[config.mk]
export PLATFORM = sky130hd
export DESIGN_NAME = fws_host
export DESIGN_NICKNAME = d
export VERILOG_FILES = /design/src/design/fws_pkg.sv /design/src/design/fws_sync.sv /design/src/design/fws_host.sv
export SDC_FILE = /design/constraint.sdc
export NUM_CORES = 1
export LEC_CHECK = 0
export BUFFER_PORTS_ARGS = -buffer_cell sky130_fd_sc_hd__buf_4
export CAP_MARGIN = 20
export CORE_MARGIN = 2
export CORE_UTILIZATION = 30
export CTS_CLUSTER_DIAMETER = 150
export DETAILED_ROUTE_END_ITERATION = 8
export HOLD_SLACK_MARGIN = 0.15
export PLACE_DENSITY = 0.52
export REMOVE_ABC_BUFFERS = 1
export SYNTH_ARGS = -nofsm -noshare
export SYNTH_HDL_FRONTEND = slang
export SYNTH_SLANG_ARGS = --single-unit
[constraint.sdc]
create_clock -name CLK_SYS -period 1.9 [get_ports CLK_SYS]
set_input_delay 0.095 -clock CLK_SYS [delete_from_list [all_inputs] [get_ports CLK_SYS]]
set_output_delay 0.095 -clock CLK_SYS [all_outputs]
set_load 0.01 [all_outputs]
[src/design/fws_pkg.sv]
// Purpose: Shared constants for the flash write-status host controller.
// Assumes: 40 MHz system clock; parallel 8-bit asynchronous flash outside.
// Notes:   Register offsets and status fields are used by the controller.
`default_nettype none
package fws_pkg;
  // ==========================================================================
  // Clock and timing.
  // ==========================================================================
  localparam int CLK_HZ         = 40_000_000; // System clock rate.
  localparam int GAP_MAX_US     = 80;         // Longest sector-erase gap.
  // Longest time rounds down to whole cycles.
  localparam int GAP_MAX_CYC    = (GAP_MAX_US * (CLK_HZ / 1_000_000));
  localparam int STROBE_CYC     = 4;          // Cycles in S_STRB; each strobe stays low for 3.
  // ==========================================================================
  // Register offsets of the controller's own register file.
  // ==========================================================================
  localparam logic [3:0] REG_CTRL   = 4'h0;  // Command: start code; any nonzero code starts it.
  localparam logic [3:0] REG_ADDR   = 4'h1;  // Target flash address.
  localparam logic [3:0] REG_DATA   = 4'h2;  // Byte to program.
  localparam logic [3:0] REG_STATUS = 4'h3;  // Controller state and result.
  localparam logic [3:0] REG_LAST   = 4'h4;  // Last byte read from flash.
  // ==========================================================================
  // Command codes in REG_CTRL[2:0].
  // ==========================================================================
  localparam logic [2:0] CMD_WRITE  = 3'h1;  // Raw bus write of DATA to ADDR.
  localparam logic [2:0] CMD_READ   = 3'h2;  // Single read of ADDR.
  localparam logic [2:0] CMD_POLL   = 3'h3;  // Data-polling wait on ADDR.
  localparam logic [2:0] CMD_TOGGLE = 3'h4;  // Toggle-bit wait on ADDR.
  localparam logic [2:0] CMD_WINDOW = 3'h5;  // Read erase-window bit at ADDR.
  // ==========================================================================
  // Status bit positions on the flash data bus.
  // ==========================================================================
  localparam int BIT_POLL   = 7;  // data_poll_bit.
  localparam int BIT_TOGGLE = 6;  // toggle_bit.
  localparam int BIT_LIMIT  = 5;  // time_limit_flag.
  localparam int BIT_WINDOW = 3;  // erase_window_bit.
  localparam int BIT_SECTOR = 2;  // sector_toggle_bit.
  // ==========================================================================
  // Status register fields.
  // ==========================================================================
  localparam int ST_BUSY    = 0;  // Command in progress.
  localparam int ST_DONE    = 1;  // Last command finished well.
  localparam int ST_FAIL    = 2;  // Time-limit flag was seen.
  localparam int ST_SECTOR  = 3;  // Sector toggle bit toggled at ADDR.
  localparam int ST_WINDOW  = 4;  // Erase window was open (bit low).
  localparam int ST_GAPLATE = 5;  // Sector-erase gap limit exceeded.
endpackage : fws_pkg
`default_nettype wire

[src/design/fws_sync.sv]
// Purpose: Three-flop synchroniser with agreement filter for pin inputs.
// Assumes: Input is asynchronous to CLK_SYS.
// Notes:   Output changes only once the second and third stages agree.
`default_nettype none
module fws_sync #(
  parameter int W = 8
) (
  input  wire logic         clk,
  input  wire logic         rst_n,
  input  wire logic [W-1:0] din,
  output var  logic [W-1:0] dout
);
  // ==========================================================================
  // Synchroniser stages.
  // ==========================================================================
  logic [W-1:0] s1; // First stage, read only by s2.
  logic [W-1:0] s2; // Second stage.
  logic [W-1:0] s3; // Third stage.
  // Shift the pin through three flip-flops.
  always_ff @(posedge clk or negedge rst_n) begin
    if (!rst_n) begin
      s1 <= '0;
      s2 <= '0;
      s3 <= '0;
    end else begin
      s1 <= din;
      s2 <= s1;
      s3 <= s2;
    end
  end
  // Accept a bit only where the last two stages agree.
  always_ff @(posedge clk or negedge rst_n) begin
    if (!rst_n) begin
      dout <= '0;
    end else begin
      for (int i = 0; i < W; i++) begin
        if (s2[i] == s3[i]) begin
          dout[i] <= s3[i];
        end
      end
    end
  end
endmodule : fws_sync
`default_nettype wire

[src/design/fws_host.sv]
// Purpose: Host-side controller that writes flash commands and polls status.
// Assumes: Software stages raw command writes; the controller times the bus.
// Notes:   Read strobes are full chip-select and output-enable cycles.
`default_nettype none
module fws_host
  import fws_pkg::*;
#(
  parameter int AW        = 20,          // Flash address width.
  parameter int GAP_LIMIT = GAP_MAX_CYC  // Cycles allowed between write commands.
) (
  input  wire logic          CLK_SYS,
  input  wire logic          RST_N,
  input  wire logic [3:0]    REG_ADDR_IN,
  input  wire logic [31:0]   REG_WDATA,
  input  wire logic          REG_WR,
  input  wire logic          REG_RD,
  output var  logic [31:0]   REG_RDATA,
  output var  logic [AW-1:0] FL_ADDR,
  output var  logic [7:0]    FL_DQ_OUT,
  output var  logic          FL_DQ_OE,
  input  wire logic [7:0]    FL_DQ_IN,
  output var  logic          FL_CE_N,
  output var  logic          FL_OE_N,
  output var  logic          FL_WE_N,
  output var  logic          BUSY
);
  // ==========================================================================
  // Elaboration checks.
  // ==========================================================================
  if (AW < 1 || AW > 28) begin : g_aw_chk
    $error("Address width out of range.");
  end
  if (GAP_LIMIT < 1) begin : g_gap_chk
    $error("Gap limit must be at least one cycle.");
  end
  // ==========================================================================
  // State machine, Gray coded from S_IDLE through to S_DONE.
  // ==========================================================================
  typedef enum logic [2:0] {
    S_IDLE  = 3'b000,  // Waiting for a command.
    S_STRB  = 3'b001,  // Strobe low.
    S_HOLD  = 3'b011,  // Strobe high, sample or recover.
    S_EVAL  = 3'b010,  // Decide on the next step.
    S_DONE  = 3'b110   // Report and return.
  } fws_state_e;
  fws_state_e state;          // Current state.
  logic [2:0]  cmd;           // Command in progress.
  logic [AW-1:0] addr;        // Target address register.
  logic [7:0]  wdata;         // Byte to write, also expected data.
  logic [7:0]  rd_now;        // Byte from the latest read.
  logic [7:0]  rd_prev;       // Byte from the read before.
  logic        have_prev;     // A previous read exists for comparison.
  logic        reread;        // Polling bit matched; one more read owed.
  logic [7:0]  last;          // Byte shown in REG_LAST.
  logic [2:0]  cnt;           // Strobe width counter.
  logic [4:0]  stat;          // Status flags; the gap flag lives apart.
  logic [31:0] gap_cnt;       // Cycles since the last write command's S_EVAL.
  logic        gap_run;       // Gap counter is running.
  logic        stat_gap_late; // Previous write followed too late.
  logic [7:0]  dq_sync;       // Synchronised data bus.
  logic        is_write;      // Current cycle is a write.
  // Synchronise the data pins into the clock domain.
  fws_sync #(.W(8)) u_sync (
    .clk   (CLK_SYS),
    .rst_n (RST_N),
    .din   (FL_DQ_IN),
    .dout  (dq_sync)
  );
  assign is_write = (cmd == CMD_WRITE);
  // ==========================================================================
  // Register writes from software.
  // ==========================================================================
  // Load address and data; software stages the write sequences itself.
  always_ff @(posedge CLK_SYS or negedge RST_N) begin
    if (!RST_N) begin
      addr  <= '0;
      wdata <= 8'h00;
    end else if (REG_WR && state == S_IDLE) begin
      if (REG_ADDR_IN == REG_ADDR) begin
        addr <= REG_WDATA[AW-1:0];
      end
      if (REG_ADDR_IN == REG_DATA) begin
        wdata <= REG_WDATA[7:0];
      end
    end
  end
  // ==========================================================================
  // Sequencer for bus cycles and status evaluation.
  // ==========================================================================
  // Runs one write, one read or a series of status reads.
  always_ff @(posedge CLK_SYS or negedge RST_N) begin
    if (!RST_N) begin
      state     <= S_IDLE;
      cmd       <= 3'h0;
      cnt       <= 3'h0;
      rd_now    <= 8'h00;
      rd_prev   <= 8'h00;
      have_prev <= 1'b0;
      reread    <= 1'b0;
      last      <= 8'h00;
      stat      <= 5'h00;
    end else begin
      case (state)
        S_IDLE: begin
          // A go write to CTRL starts a command; refused while busy.
          if (REG_WR && REG_ADDR_IN == REG_CTRL && REG_WDATA[2:0] != 3'h0) begin
            cmd       <= REG_WDATA[2:0];
            state     <= S_STRB;
            cnt       <= 3'h0;
            have_prev <= 1'b0;
            reread    <= 1'b0;
            stat[ST_BUSY]   <= 1'b1;
            stat[ST_DONE]   <= 1'b0;
            stat[ST_FAIL]   <= 1'b0;
            stat[ST_SECTOR] <= 1'b0;
            stat[ST_WINDOW] <= 1'b0;
          end
        end
        S_STRB: begin
          // Hold the strobe low for its width.
          cnt <= cnt + 3'h1;
          if (cnt == 3'(STROBE_CYC - 1)) begin
            state   <= S_HOLD;
            cnt     <= 3'h0;
          end
        end
        S_HOLD: begin
          // Strobes high: every read is its own chip-select cycle.
          cnt <= cnt + 3'h1;
          // The read byte leaves the synchroniser one cycle after the strobes rise.
          if (cnt == 3'h1) begin
            rd_prev <= rd_now;
            rd_now  <= dq_sync;
          end
          if (cnt == 3'(STROBE_CYC - 1)) begin
            state <= S_EVAL;
          end
        end
        S_EVAL: begin
          last <= rd_now;
          cnt  <= 3'h0;
          case (cmd)
            CMD_WRITE, CMD_READ: begin
              stat[ST_DONE] <= 1'b1;
              state <= S_DONE;
            end
            CMD_WINDOW: begin
              // Low means more sector erases are still accepted.
              stat[ST_WINDOW] <= ~rd_now[BIT_WINDOW];
              stat[ST_DONE]   <= 1'b1;
              state <= S_DONE;
            end
            CMD_POLL: begin
              // Polling bit equal to expected bit 7 means done.
              if (reread) begin
                // Second read gives all eight bits as true data.
                stat[ST_DONE] <= 1'b1;
                state <= S_DONE;
              end else if (rd_now[BIT_POLL] == wdata[BIT_POLL]) begin
                reread <= 1'b1;
                state  <= S_STRB;
              end else if (rd_now[BIT_LIMIT]) begin
                // Time-limit flag with polling bit unmatched: declare failure at once.
                stat[ST_FAIL] <= 1'b1;
                state <= S_DONE;
              end else begin
                state <= S_STRB;
              end
            end
            CMD_TOGGLE: begin
              // Compare two back-to-back reads at one address.
              have_prev <= 1'b1;
              if (have_prev) begin
                stat[ST_SECTOR] <= rd_now[BIT_SECTOR] ^ rd_prev[BIT_SECTOR];
                if (rd_now[BIT_TOGGLE] == rd_prev[BIT_TOGGLE]) begin
                  // Stopped toggling; valid data next, covers suspend.
                  stat[ST_DONE] <= 1'b1;
                  state <= S_DONE;
                end else if (rd_now[BIT_LIMIT]) begin
                  // Flag seen while toggling: fail, sector bit kept.
                  stat[ST_FAIL] <= 1'b1;
                  state <= S_DONE;
                end else begin
                  state <= S_STRB;
                end
              end else begin
                state <= S_STRB;
              end
            end
            default: begin
              state <= S_DONE;
            end
          endcase
        end
        S_DONE: begin
          stat[ST_BUSY] <= 1'b0;
          state <= S_IDLE;
        end
        default: begin
          state <= S_IDLE;
        end
      endcase
    end
  end
  // ==========================================================================
  // Gap timer between command writes.
  // ==========================================================================
  // Flags a write that follows the previous one too late.
  always_ff @(posedge CLK_SYS or negedge RST_N) begin
    if (!RST_N) begin
      gap_cnt <= 32'h0;
      gap_run <= 1'b0;
      stat_gap_late <= 1'b0;
    end else begin
      if (state == S_EVAL && is_write) begin
        gap_cnt <= 32'h0;
        gap_run <= 1'b1;
        stat_gap_late <= gap_run && (gap_cnt >= 32'(GAP_LIMIT));
      end else if (gap_run && gap_cnt != 32'hFFFF_FFFF) begin
        gap_cnt <= gap_cnt + 32'h1;
      end
    end
  end
  // ==========================================================================
  // Pin drivers, all from flip-flops.
  // ==========================================================================
  // Strobes low in S_STRB; data driven for the whole write cycle.
  always_ff @(posedge CLK_SYS or negedge RST_N) begin
    if (!RST_N) begin
      FL_CE_N   <= 1'b1;
      FL_OE_N   <= 1'b1;
      FL_WE_N   <= 1'b1;
      FL_DQ_OE  <= 1'b0;
      FL_DQ_OUT <= 8'h00;
      FL_ADDR   <= '0;
      BUSY      <= 1'b0;
    end else begin
      FL_ADDR   <= addr;
      FL_DQ_OUT <= wdata;
      BUSY      <= (state != S_IDLE);
      FL_CE_N   <= !(state == S_STRB && cnt != 3'(STROBE_CYC - 1));
      FL_WE_N   <= !(state == S_STRB && cnt != 3'(STROBE_CYC - 1) && is_write);
      FL_OE_N   <= !(state == S_STRB && cnt != 3'(STROBE_CYC - 1) && !is_write);
      FL_DQ_OE  <= (state == S_STRB || state == S_HOLD) && is_write;
    end
  end
  // ==========================================================================
  // Register read port, data one cycle after the strobe.
  // ==========================================================================
  always_ff @(posedge CLK_SYS or negedge RST_N) begin
    if (!RST_N) begin
      REG_RDATA <= 32'h0;
    end else if (REG_RD) begin
      case (REG_ADDR_IN)
        REG_CTRL:   REG_RDATA <= {29'h0, cmd};
        REG_ADDR:   REG_RDATA <= 32'(addr);
        REG_DATA:   REG_RDATA <= {24'h0, wdata};
        REG_STATUS: REG_RDATA <= {26'h0, stat_gap_late, stat[4:0]};
        REG_LAST:   REG_RDATA <= {24'h0, last};
        default:    REG_RDATA <= 32'h0;
      endcase
    end else begin
      REG_RDATA <= 32'h0;
    end
  end
  // ==========================================================================
  // Assertions.
  // ==========================================================================
  AST_ONE_STROBE: assert property (@(posedge CLK_SYS) disable iff (!RST_N)
    !(!FL_WE_N && !FL_OE_N)) else $error("Write and read strobes overlap.");
  AST_WRITE_DRIVES: assert property (@(posedge CLK_SYS) disable iff (!RST_N)
    !FL_WE_N |-> FL_DQ_OE) else $error("Write strobe without data drive.");
  AST_READ_RELEASE: assert property (@(posedge CLK_SYS) disable iff (!RST_N)
    !FL_OE_N |-> !FL_DQ_OE) else $error("Read while driving the bus.");
  AST_OE_GAP: assert property (@(posedge CLK_SYS) disable iff (!RST_N)
    $rose(FL_OE_N) |-> FL_OE_N [*3]) else $error("Read cycles not separated.");
  AST_POLL_REREAD: assert property (@(posedge CLK_SYS) disable iff (!RST_N)
    (state == S_EVAL && cmd == CMD_POLL && reread) |=> stat[ST_DONE])
    else $error("Poll reread did not complete.");
  AST_TOGGLE_PAIR: assert property (@(posedge CLK_SYS) disable iff (!RST_N)
    (state == S_EVAL && cmd == CMD_TOGGLE && !have_prev) |=> state == S_STRB)
    else $error("Toggle check ended after one read.");
  AST_FAIL_STOP: assert property (@(posedge CLK_SYS) disable iff (!RST_N)
    $rose(stat[ST_FAIL]) |-> ##[1:2] state == S_IDLE)
    else $error("Failure did not end the command.");
  AST_BUSY_CMD: assert property (@(posedge CLK_SYS) disable iff (!RST_N)
    (state == S_IDLE && REG_WR && REG_ADDR_IN == REG_CTRL && REG_WDATA[2:0] != 3'h0)
    |=> ##1 BUSY) else $error("Busy not raised for a command.");
  COV_POLL: cover property (@(posedge CLK_SYS) stat[ST_DONE] && cmd == CMD_POLL);
  COV_TOGGLE: cover property (@(posedge CLK_SYS) stat[ST_DONE] && cmd == CMD_TOGGLE);
  COV_FAIL: cover property (@(posedge CLK_SYS) stat[ST_FAIL]);
endmodule : fws_host
`default_nettype wire

==> results.json, run 1 <==
{
  "status": "finished, violations left",
  "violations": "negative setup slack",
  "antenna_found_initial": 0,
  "final_max_slew_viol_count": 0,
  "viasPerCell": 4.638,
  "track_usage_pct": 13.78,
  "worst_slack_ps": -109.4,
  "setup_viol": 7,
  "crit_start": "cmd[2]$_DFFE_PN0P_",
  "ys_seq_area_share_pct": 61.27,
  "min_path_type": "in2reg",
  "ys_top_cells_by_area": "dfrtp_1 (60%), mux2_2 (6.1%), nand2_1 (3.8%)",
  "r2r_start": "cmd[2]$_DFFE_PN0P_",
  "clk_pin_slew_ps": 80,
  "power.leakage_uw": 0.004817,
  "path_buf_inv": 1,
  "grt_max_degree": 90,
  "cpMaxStageDelayCell": "or4_1",
  "fmax_mhz": 497.7,
  "drive_gt1_share_pct": 37.47,
  "reg2regPathDepth": 6,
  "routed_wl_mm": 17.61,
  "yosys_warnings": 0,
  "antenna_cells": 0,
  "critPathLaunchType": "flop",
  "tns_ps": -422.4,
  "layout.nets": 887,
  "worstSkewPairLatency_ps": 440,
  "avgSynthCellArea_sq_um": 11.93,
  "whs_path_depth": 5,
  "synth_common_cells": "dfrtp_1 (178), nand2_1 (75), mux2_2 (40)",
  "fin_area_sq_mm": 0.01038,
  "cts_buffers": 17,
  "grt-ovfl-total": 0,
  "yosysMostFrequentCell": "dfrtp_1",
  "pre_cts_slack_ps": -133.8,
  "wl_per_cell_um": 15.05,
  "power.density_mw_per_mm2": 1164,
  "drt_first_pass_iters": 5,
  "start_util_pct": 30.51,
  "rsz0062_at_grt": "true",
  "cp_num_cells": 6,
  "clockBufferDepth": 2,
  "port_buffers": 88,
  "rrSetupSlack_ps": -110,
  "ys_ff_latch": 181,
  "cp.required_ps": 2270,
  "synthArstFlopShare_pct": 100.0,
  "skew_ps": 14.46,
  "gp_congestion": 0.8261,
  "cp_cell_sequence": "or3b_4 -> o21ai_4 -> nor3_4 -> buf_12 -> or4_1 -> a21oi_1",
  "dp_hpwl_mm": 11.82,
  "htree_levels": 4,
  "hold_viol": 0,
  "synth_edf_count": 0,
  "grt_pass1_vias": 5414,
  "syn_inst": 620,
  "syn_to_final_growth_pct": 40.23,
  "synth.top_cell.area_share_pct": 60.21,
  "grt_pass1_wl_mm": 28.50,
  "fp.dieH_um": 161.0,
  "cts_root_buf": "clkbuf_16",
  "fin_crit_ps": 2009,
  "vias": 5426,
  "end_kind": "flop",
  "netlist_area_sq_mm": 0.007398,
  "fin_crit_sh_pct": 105.8,
  "rows": 57,
  "ant_nets": 0,
  "clock-sinks": 181,
  "irDropWorstVdd_v": 0.0006670,
  "die_w_um": 161.0,
  "drt-initial-drc-count": 259,
  "floorplan.io_pins": 113,
  "maxCapViolCount": 0,
  "placed_area_sq_mm": 0.009047,
  "nFillCells": 2299,
  "core_sq_mm": 0.02425,
  "path_class": "reg2reg",
  "worstPathArrival_ps": 2380,
  "max_stage_delay_ps": 490,
  "yosysTopAreaCell": "dfrtp_1",
  "drc_errors": 0,
  "r2r_end": "gap_cnt[20]$_DFFE_PN0P_",
  "tritoncts": "done",
  "dieArea_sq_mm": 0.02593,
  "path_max_fanout": 11,
  "crit_family": "simple AND/OR/NAND/NOR gates",
  "ys.flop_type": "dfrtp_1",
  "ys_types": 58,
  "critPathCapture": "gap_cnt[20]$_DFFE_PN0P_"
}
-- per-layer routing --
| metal | vias up | part of all wire, % | track usage [%] | wire, um |
|---|---|---|---|---|
| li1 | 2618 | - | - | - |
| met5 | - | 0 | 0 | 0 |
| met1 | 2645 | 48 | 19.36 | 8527 |
| met4 | 0 | 1.1 | 4.261 | 191 |
| met2 | 147 | 46 | 21.46 | 8016 |
| met3 | 16 | 5.0 | 2.928 | 879 |
-- where the power goes --
group | switching, uW | leakage [uW] | internal, uW
clock network | 1630 | 0.000293 | 2010
registers | 573 | 0.00233 | 4810
logic | 1510 | 0.00220 | 1540
total | 3720 | 0.00482 | 8350
-- worst min path at each step --
stage	to	slack (ps)	from
after floorplan	BUSY$_DFF_PN0_	-200	RST_N
final	REG_RDATA[3]$_DFF_PN0_	200	REG_ADDR_IN[2]
after detailed placement	u_sync.s1[3]$_DFF_PN0_	-70	RST_N
after global routing	REG_RDATA[3]$_DFF_PN0_	210	REG_ADDR_IN[2]
after global placement	u_sync.s1[4]$_DFF_PN0_	-70	RST_N
after CTS	REG_RDATA[3]$_DFF_PN0_	180	REG_ADDR_IN[2]
-- worst reg2reg max path: cells and delay by family, from the launching register on --
kind | cells | cell delay, ps
flip-flops | 1 | 400
buffers and inverters | 1 | 160
AO/OA/AOI/OAI | 2 | 390
AND/OR/NAND/NOR | 3 | 990
-- cells in the final DEF, fill, tap and decap left out, drive strengths merged, types with 6 or more instances in the layout --
cell type | synthesis | routed
a21oi | 38 | 38
a222oi | 8 | 8
and3 | 22 | 22
buf | 19 | 187
clkbuf | 20 | 20
conb | 1 | 12
dfrtp | 178 | 178
dlygate4sd3 | 0 | 33
ha | 6 | 6
inv | 18 | 25
maj3 | 8 | 8
mux2 | 40 | 40
mux2i | 18 | 18
nand2 | 75 | 75
nand2b | 15 | 15
nand3 | 10 | 10
nand4 | 17 | 17
nor2 | 19 | 19
nor3 | 7 | 7
nor4 | 11 | 11
o21ai | 25 | 25
o31ai | 7 | 7
or3 | 7 | 7
or4 | 6 | 6
-- layout make-up --
| type | instances | area (sq um) | share of cell area [%] |
|---|---|---|---|
| Sequential cell | 181 | 4533 | 43.69 |
| Inverter | 19 | 75.07 | 0.7236 |
| Multi-Input combinational cell | 392 | 2854 | 27.51 |
| Tap cell | 324 | 405.4 | 3.907 |
| Clock inverter | 14 | 185.2 | 1.785 |
| Clock buffer | 18 | 429.2 | 4.137 |
| Timing Repair Buffer | 222 | 1893 | 18.25 |
-- sequential cells by signal (all words and copies together), names as in the netlist, 3 cells and up --
register     cells
u_sync.s2        8
cnt              3
addr            20
FL_DQ_OUT        8
stat             5
rd_now           8
u_sync.s1        8
REG_RDATA       20
wdata            8
state            3
u_sync.s3        8
gap_cnt         32
last             8
cmd              3
FL_ADDR         20
u_sync.dout      8
-- per-stage QoR --
stage                     util (%)  hold slack (ps)  total power, uW  std cells
after floorplan                  -           -200.6             6767        592
after global routing         42.79            213.1            12760       1170
after global placement       37.31           -69.76             8209       1094
after CTS                    41.42            183.3            12090       1160
final                        42.79            203.7            12070       1170
after detailed placement     37.31           -68.72             8268       1094
-- logic make-up (layout without fill, tap and decap cells) --
kind of cell / count (synthesis) / in the layout / synth area share [%]
AOI/OAI and AO/OA: 104 / 104 / 9.488
xor gates and xnor gates: 3 / 3 / 0.3552
adders and majority gates: 14 / 14 / 2.097
buffers and inverters: 58 / 273 / 4.025
DFF: 181 / 181 / 61.27
muxes: 58 / 58 / 8.524
other: 1 / 12 / 0.05069
and+or+nand+nor: 201 / 201 / 14.19
-- repair_timing --
action                                  CTS  global route
pin swaps                                11            15
buffers inserted                          1             8
hold endpoints to repair                235             0
hold buffers                             33             0
endpoints found under the setup margin   22            33
gates cloned                              0             2
resized for setup                        11            56
Note: power is estimated with default switching activity, not from simulation.
==> run 2: changes to the inputs <==
- ABC_AREA: not set -> 1
- SKIP_CTS_REPAIR_TIMING: not set -> 1
==> results.json, run 2 <==
{
  "crit_start": "gap_cnt[0]$_DFFE_PN0P_",
  "rsz0062_at_grt": "false",
  "drive_gt1_share_pct": 16.22,
  "maxCapViolCount": 0,
  "cts_root_buf": "clkbuf_16",
  "antenna_found_initial": 0,
  "syn_inst": 854,
  "skew_ps": 9.406,
  "power.switching_uw": 3805,
  "synth_edf_count": 0,
  "worst_slew_pin_slew_ps": 611.3,
  "ant_nets": 0,
  "fin_crit_ps": 1705,
  "yosysTopAreaCell": "dfrtp_1",
  "setup_viol": 0,
  "grt_pass1_wl_mm": 27.90,
  "crit_family": "simple AND/OR/NAND/NOR gates",
  "clock-sinks": 181,
  "floorplan.io_pins": 113,
  "clockBufferDepth": 2,
  "path_buf_inv": 1,
  "final_max_slew_viol_count": 0,
  "port_buffers": 88,
  "total_power_uw": 11740,
  "drt_first_pass_iters": 5,
  "reg2regPathDepth": 11,
  "power.density_mw_per_mm2": 1217,
  "viasPerCell": 4.333,
  "power.leakage_uw": 0.004643,
  "max_stage_delay_ps": 400,
  "antenna_cells": 0,
  "pwr-share-seq_pct": 46.7,
  "yosys_warnings": 0,
  "hold_viol": 0,
  "dieArea_sq_mm": 0.02681,
  "synthArstFlopShare_pct": 100.0,
  "ys_seq_area_share_pct": 59.21,
  "cp_num_cells": 11,
  "ys_top_cells_by_area": "dfrtp_1 (58%), nand2_1 (11%), nor2_1 (5.9%)",
  "die_w_um": 163.8,
  "ys_ff_latch": 181,
  "sw_frac_of_total_pct": 32.40,
  "combinationalPowerShare_pct": 24.8,
  "largest_reg_flops": 32,
  "core_sq_mm": 0.02511,
  "critPathCapture": "gap_cnt[26]$_DFFE_PN0P_",
  "grt-ovfl-total": 0,
  "cts_buffers": 17,
  "path_class": "reg2reg",
  "rows": 58,
  "routed_wl_mm": 16.92,
  "syn_to_final_growth_pct": 26.02,
  "cp_cell_sequence": "ha_1 -> nand2_1 -> nor2_4 -> nand2_2 -> nor2_4 -> nand2_4 -> nand2_4 -> nand2_4 -> clkinv_8 -> nand2_1 -> nand2_1",
  "layout_common_cells": "nand2_1 (227), dfrtp_1 (178), nor2_1 (120)",
  "start_util_pct": 30.49,
  "tritoncts": "done",
  "grt_max_degree": 54,
  "clk_pin_slew_ps": 70,
  "cpMaxStageDelayCell": "dfrtp_1",
  "p_int_uw": 7939,
  "critPathLaunchType": "flop",
  "fp.dieH_um": 163.8,
  "wl_per_cell_um": 12.67,
  "netlist_area_sq_mm": 0.007656,
  "status": "complete, no violations",
  "track_usage_pct": 13.12,
  "drc_errors": 0,
  "worstSkewPairLatency_ps": 430,
  "irDropWorstVdd_v": 0.0005043,
  "r2r_start": "gap_cnt[0]$_DFFE_PN0P_",
  "slew_headroom_pct": 59.13,
  "synth.top_cell.area_share_pct": 58.18,
  "ys.flop_type": "dfrtp_1",
  "grt_pass1_vias": 5616,
  "fin_crit_sh_pct": 89.71,
  "min_path_type": "in2reg",
  "avgSynthCellArea_sq_um": 8.965,
  "final_common_cell": "nand2_1",
  "ys_types": 40,
  "r2r_end": "gap_cnt[26]$_DFFE_PN0P_",
  "yosysMostFrequentCell": "nand2_1",
  "dp_hpwl_mm": 12.29,
  "gp_congestion": 0.8893,
  "fin_util_pct": 38.42,
  "end_kind": "flop",
  "worstPathArrival_ps": 2020,
  "htree_levels": 4,
  "clockPowerShare_pct": 28.5,
  "cp.required_ps": 2220,
  "fmax_mhz": 586.7,
  "drt-initial-drc-count": 507,
  "layout.nets": 1046,
  "vias": 5784,
  "regMostFlops": "gap_cnt",
  "rrSetupSlack_ps": 200,
  "path_max_fanout": 25,
  "synth_common_cells": "nand2_1 (227), dfrtp_1 (178), nor2_1 (121)"
}
[run 2: cell types whose count changed in the layout (fill, tap and decap cells not counted), sizes merged, moves of 27 or more]
cell,previous run,this run
mux2,40,1
nor2,19,128
nand3,10,37
o21ai,25,54
nand2,75,231
buf,187,108
inv,25,104
[run 2: cells by family after synthesis]
group,count (synthesis),share of synthesized area [%]
mux,1,0.1471
other cells,1,0.04898
compound gates,83,5.949
simple gates,431,23.60
fa+ha+maj,14,2.026
buf+inv,130,7.534
flops,181,59.21
xor+xnor,13,1.487
[run 2: final cells by class]
| class | count | area (sq um) |
|---|---|---|
| flip-flops and latches | 181 | 4533 |
| well taps | 330 | 412.9 |
| inverters | 100 | 387.9 |
| clock inverters | 10 | 85.08 |
| multi-input cells | 554 | 2590 |
| clock buffers | 22 | 474.2 |
| repair buffers | 138 | 1165 |
| fillers | 2577 | 15460 |
[run 2: power groups by stage]
stage	sequential, uW	combinational (uW)	clock [uW]
floorplan	5610	1480	0
global placement	5540	2870	0
detailed placement	5570	2900	0
CTS	5490	2920	3450
global route	5620	3340	3620
finish	5480	2920	3350
[run 2: tightest hold or removal path, stage by stage]
cell     delay [ps]
buf_4           110
nand2_1          70
nor3_1           90
o21ai_0         150
[run 2: worst min-delay path by stage]
stage                        start                      to  slack, ps  cells past startpoint
global placement             RST_N  FL_DQ_OUT[1]$_DFF_PN0_         70                      1
finish                      REG_WR     stat[1]$_DFFE_PN0P_        130                      4
global route        REG_ADDR_IN[1]    wdata[0]$_DFFE_PN0P_        160                      5
detailed placement           RST_N  FL_DQ_OUT[0]$_DFF_PN0_         70                      1
CTS                          RST_N  FL_DQ_OUT[0]$_DFF_PN0_       -390                      1
floorplan                    RST_N          BUSY$_DFF_PN0_       -200                      0
[run 2: metal layers]
layer  wire [um]  track usage (%)
met3         757            2.854
met2        7327            20.00
met4         191            4.107
met1        8639            18.63
met5           0                0
[run 2: stage by stage]
step	setup WS (ps)	hold slack, ps	instances	instance area (sq um)	setup TNS, ps
4_1_cts	125.8	-392.5	1305	9340	0
6_report	195.5	133.6	1335	9648	0
5_1_grt	16.90	163.9	1335	9648	0
3_5_place_dp	145.7	73.01	1273	8781	0
2_1_floorplan	-272.7	-200.6	835	7501	-12100
3_3_place_gp	178.7	67.77	1273	8781	0
